$ cat src/design/tmc_consts.vh
// constants for the timer main counter block
`ifndef TMC_CONSTS_VH
`define TMC_CONSTS_VH
`define TMC_OFS_CNT_HI 12'h000
`define TMC_OFS_CNT_LO 12'h004
`define TMC_OFS_MOD_HI 12'h008
`define TMC_OFS_MOD_LO 12'h00C
`define TMC_OFS_CTRL 12'h010
`define TMC_OFS_STAT 12'h014
`define TMC_OFS_CLR 12'h018
`define TMC_OFS_IEN 12'h01C
`define TMC_OFS_PRE 12'h020
`define TMC_CTRL_EN 0
`define TMC_CTRL_CAS 1
`define TMC_STAT_OVF 0
`define TMC_ZERO16 16'h0000
`define TMC_ONE16 16'h0001
`define TMC_MAX16 16'hFFFF
`define TMC_ZERO8 8'h00
`define TMC_ZERO32 32'h00000000
`endif

$ cat src/design/tmc_prescaler.v
// counting clock enable divider for the timer main counter
`timescale 1ns/100ps
`include "tmc_consts.vh"
module tmc_prescaler (
   input wire pclk,        // system clock
   input wire presetn,     // async reset, active low
   input wire [7:0] div,   // divide ratio minus one
   input wire clr,         // restart the divider
   output reg tick         // one-cycle counting enable
);
   reg [7:0] cnt;
   always @(posedge pclk or negedge presetn) begin
      if (!presetn) begin
         cnt <= 8'h00;
         tick <= 1'b0;
      end else if (clr) begin
         cnt <= 8'h00;
         tick <= 1'b0;
      end else if (cnt >= div) begin
         cnt <= 8'h00;
         tick <= 1'b1;
      end else begin
         cnt <= cnt + 8'h01;
         tick <= 1'b0;
      end
   end
endmodule // tmc_prescaler

$ cat src/design/tmc_main_counter.v
// timer main counter with modulus, center-align, overflow irq and apb
// Operation
// - center-aligned: count up from zero to modulus, then down to zero, repeat.
// - zero and terminal count each last exactly one counting clock.
// - irq enable 0 gives no interrupt; 1 gives level irq while flag set.
// - without modulus, count through 0xFFFF and wrap, setting the flag.
// - with modulus, wrap to zero after modulus, flag set on that wrap.
// - up/down: flag set stepping from modulus down to next lower value.
// - counter is 16 bits with one overflow flag and one enable.
// - reading either count byte latches both bytes into a holding buffer.
// - while buffer pending, keep counting; reads return buffer until both read.
// - writing either count byte resets the counter, whatever the data.
// - such write also clears the coherency state and releases the buffer.
// - center-align select chooses up/down; when 0 up-counting applies.
`timescale 1ns/100ps
`include "tmc_consts.vh"
module tmc_main_counter (
   input wire pclk,            // system clock, 20 MHz
   input wire presetn,         // async reset, active low
   input wire psel,            // apb select
   input wire penable,         // apb enable
   input wire pwrite,          // apb direction
   input wire [11:0] paddr,    // apb byte address
   input wire [31:0] pwdata,   // apb write data
   output wire pready,         // apb ready, always high
   output reg [31:0] prdata,   // apb read data
   output wire pslverr,        // apb error on unmapped address
   output wire irq,            // overflow interrupt level
   output reg [15:0] count,    // live counter value
   output wire count_down      // counting direction, 1 while down
);
   // ------------------------------------------------------------
   // state
   // ------------------------------------------------------------
   reg [15:0] modulus;
   reg enable;
   reg center_align_select;
   reg [7:0] prescale;
   reg overflow_flag;
   reg overflow_irq_enable;
   reg down;
   reg [15:0] hold;
   reg [15:0] snap;
   reg hold_valid;
   reg hi_read;
   reg lo_read;
   reg [15:0] next_count;
   reg next_down;
   reg wrap_event;
   wire tick;
   wire acc = psel & penable;
   wire wr = acc & pwrite;
   wire rd = acc & ~pwrite;
   function is_map;
      input [11:0] a;
      begin
         is_map = (a == `TMC_OFS_CNT_HI) || (a == `TMC_OFS_CNT_LO) ||
                  (a == `TMC_OFS_MOD_HI) || (a == `TMC_OFS_MOD_LO) ||
                  (a == `TMC_OFS_CTRL) || (a == `TMC_OFS_STAT) ||
                  (a == `TMC_OFS_CLR) || (a == `TMC_OFS_IEN) ||
                  (a == `TMC_OFS_PRE);
      end
   endfunction
   wire cnt_wr = wr & ((paddr == `TMC_OFS_CNT_HI) | (paddr == `TMC_OFS_CNT_LO));
   wire rd_hi = rd & (paddr == `TMC_OFS_CNT_HI);
   wire rd_lo = rd & (paddr == `TMC_OFS_CNT_LO);
   assign pready = 1'b1;
   assign pslverr = acc & ~is_map(paddr);
   assign count_down = down;
   assign irq = overflow_irq_enable & overflow_flag;
   // ------------------------------------------------------------
   // counting clock
   // ------------------------------------------------------------
   tmc_prescaler u_pre (
      .pclk(pclk),
      .presetn(presetn),
      .div(prescale),
      .clr(cnt_wr),
      .tick(tick)
   );
   // ------------------------------------------------------------
   // next count
   // ------------------------------------------------------------
   // a modulus of zero means free running through 0xFFFF
   wire [15:0] limit = (modulus == `TMC_ZERO16) ? `TMC_MAX16 : modulus;
   always @* begin
      next_count = count;
      next_down = down;
      wrap_event = 1'b0;
      if (center_align_select) begin
         if (down) begin
            if (count == `TMC_ZERO16) begin
               next_down = 1'b0;
               next_count = count + `TMC_ONE16;
            end else begin
               next_count = count - `TMC_ONE16;
            end
         end else if (count >= limit) begin
            next_down = 1'b1;
            next_count = count - `TMC_ONE16;
            wrap_event = 1'b1;
         end else begin
            next_count = count + `TMC_ONE16;
         end
      end else begin
         next_down = 1'b0;
         if (count >= limit) begin
            next_count = `TMC_ZERO16;
            wrap_event = 1'b1;
         end else begin
            next_count = count + `TMC_ONE16;
         end
      end
   end
   // ------------------------------------------------------------
   // counter and flag
   // ------------------------------------------------------------
   wire clr_ovf = wr & (paddr == `TMC_OFS_CLR) & pwdata[`TMC_STAT_OVF];
   wire step = enable & tick;
   always @(posedge pclk or negedge presetn) begin
      if (!presetn) begin
         count <= `TMC_ZERO16;
         down <= 1'b0;
         overflow_flag <= 1'b0;
      end else begin
         if (cnt_wr) begin
            count <= `TMC_ZERO16;
            down <= 1'b0;
         end else if (step) begin
            count <= next_count;
            down <= next_down;
         end
         // set wins over a clear in the same cycle
         if (step & ~cnt_wr & wrap_event)
            overflow_flag <= 1'b1;
         else if (clr_ovf)
            overflow_flag <= 1'b0;
      end
   end
   // ------------------------------------------------------------
   // read coherency buffer
   // ------------------------------------------------------------
   always @(posedge pclk or negedge presetn) begin
      if (!presetn) begin
         hold <= `TMC_ZERO16;
         hold_valid <= 1'b0;
         hi_read <= 1'b0;
         lo_read <= 1'b0;
      end else if (cnt_wr) begin
         hold_valid <= 1'b0;
         hi_read <= 1'b0;
         lo_read <= 1'b0;
      end else if (rd_hi | rd_lo) begin
         if (!hold_valid) begin
            // latch the value already returned at setup, so both bytes agree
            hold <= snap;
            hold_valid <= 1'b1;
            hi_read <= rd_hi;
            lo_read <= rd_lo;
         end else if ((rd_hi | hi_read) & (rd_lo | lo_read)) begin
            hold_valid <= 1'b0;
            hi_read <= 1'b0;
            lo_read <= 1'b0;
         end else begin
            hi_read <= hi_read | rd_hi;
            lo_read <= lo_read | rd_lo;
         end
      end
   end
   wire [15:0] view = hold_valid ? hold : count;
   // ------------------------------------------------------------
   // register writes
   // ------------------------------------------------------------
   always @(posedge pclk or negedge presetn) begin
      if (!presetn) begin
         modulus <= `TMC_ZERO16;
         enable <= 1'b0;
         center_align_select <= 1'b0;
         overflow_irq_enable <= 1'b0;
         prescale <= `TMC_ZERO8;
      end else if (wr) begin
         case (paddr)
            `TMC_OFS_MOD_HI: modulus[15:8] <= pwdata[7:0];
            `TMC_OFS_MOD_LO: modulus[7:0] <= pwdata[7:0];
            `TMC_OFS_CTRL: begin
               enable <= pwdata[`TMC_CTRL_EN];
               center_align_select <= pwdata[`TMC_CTRL_CAS];
            end
            `TMC_OFS_IEN: overflow_irq_enable <= pwdata[`TMC_STAT_OVF];
            `TMC_OFS_PRE: prescale <= pwdata[7:0];
            default: ;
         endcase
      end
   end
   // ------------------------------------------------------------
   // register reads
   // ------------------------------------------------------------
   always @(posedge pclk or negedge presetn) begin
      if (!presetn) begin
         prdata <= `TMC_ZERO32;
         snap <= `TMC_ZERO16;
      end else if (psel & ~penable & ~pwrite) begin
         snap <= count;
         case (paddr)
            `TMC_OFS_CNT_HI: prdata <= {24'h000000, view[15:8]};
            `TMC_OFS_CNT_LO: prdata <= {24'h000000, view[7:0]};
            `TMC_OFS_MOD_HI: prdata <= {24'h000000, modulus[15:8]};
            `TMC_OFS_MOD_LO: prdata <= {24'h000000, modulus[7:0]};
            `TMC_OFS_CTRL: prdata <= {30'h00000000, center_align_select, enable};
            `TMC_OFS_STAT: prdata <= {31'h00000000, overflow_flag};
            `TMC_OFS_IEN: prdata <= {31'h00000000, overflow_irq_enable};
            `TMC_OFS_PRE: prdata <= {24'h000000, prescale};
            default: prdata <= `TMC_ZERO32;
         endcase
      end
   end
endmodule // tmc_main_counter

$ cat config.mk
export PLATFORM = sky130hd
export DESIGN_NAME = tmc_main_counter
export DESIGN_NICKNAME = d
export VERILOG_FILES = /design/src/design/tmc_prescaler.v /design/src/design/tmc_main_counter.v
export VERILOG_INCLUDE_DIRS = /design/src /design/src/design
export SDC_FILE = /design/constraint.sdc
export NUM_CORES = 1
export LEC_CHECK = 0
export BUFFER_PORTS_ARGS = -buffer_cell sky130_fd_sc_hd__clkbuf_2
export CORE_MARGIN = 2
export CORE_UTILIZATION = 42
export CTS_BUF_LIST = sky130_fd_sc_hd__clkbuf_16
export CTS_CLUSTER_DIAMETER = 120
export DETAILED_ROUTE_END_ITERATION = 16
export SLEW_MARGIN = 40
export SYNTH_ARGS = -nofsm -noshare
export SYNTH_HDL_FRONTEND = slang
export SYNTH_SLANG_ARGS = --single-unit
export TNS_END_PERCENT = 10
$ cat constraint.sdc
create_clock -name pclk -period 6.35 [get_ports pclk]
set_input_delay 1.27 -clock pclk [delete_from_list [all_inputs] [get_ports pclk]]
set_output_delay 1.27 -clock pclk [all_outputs]
set_load 0.02 [all_outputs]
; ---- Word-level counts from Yosys, hierarchy flattened
; Index checks and enable logic that the tools add are counted.
[totals]
reg_bits = 121
latch_bits = 0
ramBits = 0
romBits = 0
inputBits = 49
output_inout_bits = 52
elab_cells = 111
mem_count = 0
[classes]
addsub = 3
mul = 0
div_mod_pow = 0
n_lt_le_gt_ge = 2
n_eq_ne = 8
shift = 0
muxes = 36
bitwise_logic = 25
reduce_logical = 20
[op_table]
columns = op, count
row1 = $mux W16, 9
row2 = $pmux W8 S8, 1
row3 = $eq A12 B5 Y1 const B, 4
row4 = $logic_not A16 Y1, 2
row5 = $eq A12 B4 Y1 const B, 2
row6 = $mux W1, 24
row7 = $add A16 B1 Y16 const B, 1
row8 = $and A1 B1 Y1, 16
row9 = $ge A16 B16 Y1, 1
row10 = $mux W8, 2
row11 = $sub A16 B1 Y16 const B, 1
row12 = $eq A12 B3 Y1 const B, 1
row13 = $eq A12 B6 Y1 const B, 1
row14 = $logic_not A12 Y1, 1
row15 = $reduce_and A2 Y1, 5
row16 = $add A8 B1 Y8 const B, 1
row17 = $ge A8 B8 Y1, 1
row18 = $logic_or A1 B1 Y1, 8
row19 = $reduce_bool A2 Y1, 3
row20 = $not A1 Y1, 5
row21 = $or A1 B1 Y1, 4
row22 = $reduce_and A3 Y1, 1

; ---- Longest topological paths before layout
[logic_depth]
word_depth = 11
mapped_depth = 14
ltp_nobuf = 11

; ---- Cells and area by module
; A second synthesis with hierarchy kept.
[hier_totals]
hier_cells = 600
area_unflattened_um2 = 6145.9
[by_module_without_submodules]
columns = mod, instances, cells_per_inst, area_each_um2, seq_area_each_um2
row1 = tmc_main_counter, 1, 542, 5501.5, 2202.1
row2 = tmc_prescaler, 1, 58, 644.4, 225.2

; ---- Least setup slack after synthesis
; Ideal clock, no wire load.
[synth_timing]
path_kind = in2out
from = input port paddr[1]
to = output port pslverr
t_arrival_ns = 2.501
t_required_ns = 5.080
path_slack_ns = 2.579
cell_stages = 4
path_cell_list = nor4_1 nand2_1 nor4b_2 nor3b_1
[synth_between]
elab_chain_cells = 11
word_cells_on_any_way = 19
classes_between = 8 x eq/ne / 2 x bitwise / 9 x reduce/logical
[synth_rtl]
columns = item, line_no
row1 = from (decl), tmc_main_counter.v:23  ; input wire [11:0] paddr,
row2 = $eq A12 B3 Y1 or $logic_not A12 Y1 (tied branches), --
row3 = $logic_or A1 B1 Y1 (7 in series), tmc_main_counter.v:57  ; is_map = (a == `TMC_OFS_CNT_HI) || (a == `TMC_OFS_CNT_LO) ||
row4 = $logic_or A1 B1 Y1 *, tmc_main_counter.v:57
row5 = $not A1 Y1 *, tmc_main_counter.v:68  ; assign pslverr = acc & ~is_map(paddr);
row6 = $and A1 B1 Y1 *, tmc_main_counter.v:68
row7 = to (decl), tmc_main_counter.v:27  ; output wire pslverr,
; Every way passes the cells marked *; elsewhere a longest branch is shown, timed or not.

; ---- Worst setup path in the final report
[layout_timing]
from = input port paddr[9]
to = output port pslverr
; The elaborated chain is that of the path after synthesis.

==> impl_metrics.toml <==
[outcome]
status = "finished clean"

[global_routing]
grt_use_met3_pct = 3.625
grt_util_all_layers_pct = 20.90
antenna_found_initial = 0
grt_pass1_vias = 4510
grtUsageMet2_pct = 32.91
grt_pass1_wl_mm = 24.11
busiest_layer = "met2"
grt_max_degree = 54
overflow = 0
grtUsageMet1_pct = 28.12

[route]
drt_iter0_drc = 312
routed_wl_mm = 14.65
via_count = 4667
via_per_inst = 5.798
drcViolationCount = 0
final_antenna_net_count = 0
drtPass1Iterations = 5
wl_per_cell_um = 18.19

[yosys]
synth_top_area_share_pct = 41.02
ys_types = 63
yosys.area.top_type = "dfrtp_1"
yosysWarnings = 0
synth_edf_count = 0
synth_area_leaders = "dfrtp_1, mux2_2, ha_1"
syn_area_sq_um = 5917
synth.avg_cell_area_sq_um = 10.05
postSynthCellCount = 589
ys_seq_elements = 97
seq_area_frac_synth_pct = 41.02
synth_async_sr_flop_share_pct = 100.0
synth_top_flop_cell = "dfrtp_1"

[flow_run]
maxCapViolCount = 0

[cells_and_area]
fin_nets = 697
n_fill_cell = 1287
final_cell_mix = "dfrtp_1, mux2_2, clkbuf_2"
drive_above_1_share_pct = 23.84
antenna_cells = 0
area_growth_pct = 10.49
final_design_area_no_fill_sq_um = 6538
mostFrequentLayoutCell = "dfrtp_1"
utilization_pct = 47.28

[timing]
max_slew_margin_pct = 45.50
rsz0062_at_grt = "no"
setup_ws_ps = 2239
setup_viol = 0
tns_ps = 0
fin_crit_ps = 4111
tightest_slew_ps = 810.2
clock.fmax_ghz = 0.2433
finClkSkew_ps = 8.927
report.final.slew_viol_count = 0
fin_crit_sh_pct = 64.73
hold_viol = 0

[die]
num_io_pins = 101
die_area_sq_um = 15050
rows = 43
coreArea_sq_um = 13830
initial_core_util_pct = 42.79
die_w_um = 122.7
die_h_um = 122.7

[clock_network]
cts.htree.levels = 3
post_cts_buffers = 0
cts_resized = 0
clock-sinks = 97
clk_pin_slew_worst_paths_ps = 60
cts.path.max_buffers = 2
cts_made_buffers = 9
cts_tree = "yes"
clkLatencyLatePin_ps = 360
ctsHoldBuffers = 0
cts_root_buffer = "clkbuf_16"

[min_path]
hold_class = "flip-flop to flip-flop"

[power_and_ir_drop]
power_density_nw_per_um2 = 201.0
peakVddDrop_mv = 0.1128
finalPower_mw = 1.314
p_leak_nw = 3.070

[critical_path]
regToRegSetupSlack_ps = 2440
critPathRequiredTime_ps = 5080
crit_fanout = 10
criticalPathCategory = "input pin to primary output"
end_kind = "primary output"
cp.arrival_ps = 2840
worst_setup_path_start_kind = "input pin"

[placement]
post_dp_cell_area_sq_um = 6220
hpwl_mm = 10.54
port_buffers = 51
pre_cts_slack_ps = 2272
globalplace.congestion = 0.8839
-- logic make-up after synthesis --
kind of cell,count (synthesis),share of synthesized area [%]
buffers and inverters,79,6.978
multiplexers,73,14.89
AND/OR/NAND/NOR,193,17.23
AO/OA/AOI/OAI,104,11.91
XOR/XNOR,13,1.924
flip-flops,97,41.02
adder cells (fa/ha/maj),28,5.921
other,2,0.1269
-- critical path: stages --
cell	delay, ps
clkbuf_2	90
nor4_1	410
nand2_1	180
nor4b_4	580
nor3b_1	130
clkbuf_2	180
-- synth_stat cells, drive strengths merged (15+ instances only) --
| cell type | count |
|---|---|
| nor3 | 20 |
| nand3 | 21 |
| buf | 32 |
| clkbuf | 24 |
| nand2 | 43 |
| nor4 | 15 |
| dfrtp | 97 |
| ha | 28 |
| o21ai | 19 |
| nor2 | 42 |
| a21oi | 26 |
| mux2 | 60 |
| inv | 23 |
-- registers in the layout (all words and copies together), names as in the netlist --
name and cells:
enable 1, u_pre.cnt 8, count_down 1, center_align_select 1
u_pre.tick 1, lo_read 1, modulus 16, snap 16
overflow_flag 1, overflow_irq_enable 1, prescale 8, hi_read 1
hold_valid 1, hold 16, count 16, prdata 8
-- power by group --
part           switching (mW)  internal, mW  total [mW]
clock                   0.243         0.344       0.587
sequential            0.00684         0.627       0.634
combinational          0.0665        0.0267      0.0932
total                   0.316         0.998        1.31
-- layout make-up --
cell class,instances,area (sq um),area share [%]
sequential,97,2427,37.13
clock inverter,7,92.59,1.416
inverter,23,86.33,1.321
multi-input combinational,436,3208,49.07
clock buffer,9,225.2,3.445
timing repair buffer,53,272.8,4.172
tap,180,225.2,3.445
-- through the flow --
stage,hold slack [ps],instances
floorplan,463.2,612
global placement,479.2,789
detailed placement,492.0,789
CTS,505.5,805
global route,515.5,805
finish,501.0,805
-- path summary, 6_finish.rpt --
kind / start / to / cells past startpoint
setup / recovery: paddr[9] / pslverr / 6
hold / removal: hi_read / hi_read / 1
setup reg to reg: modulus[9] / count[8] / 11
hold reg to reg: hi_read / hi_read / 1
max in group asynchronous: presetn / overflow_irq_enable / 2
min in group asynchronous: presetn / count[13] / 1
-- metal layers --
layer	vias up	share of wire [%]	wire length (um)
met5	-	0	0
met4	0	3.0	436
met3	29	5.5	805
met2	160	47	6951
met1	2317	44	6451
li1	2161	-	-
Power figures use the tool's default switching activity.
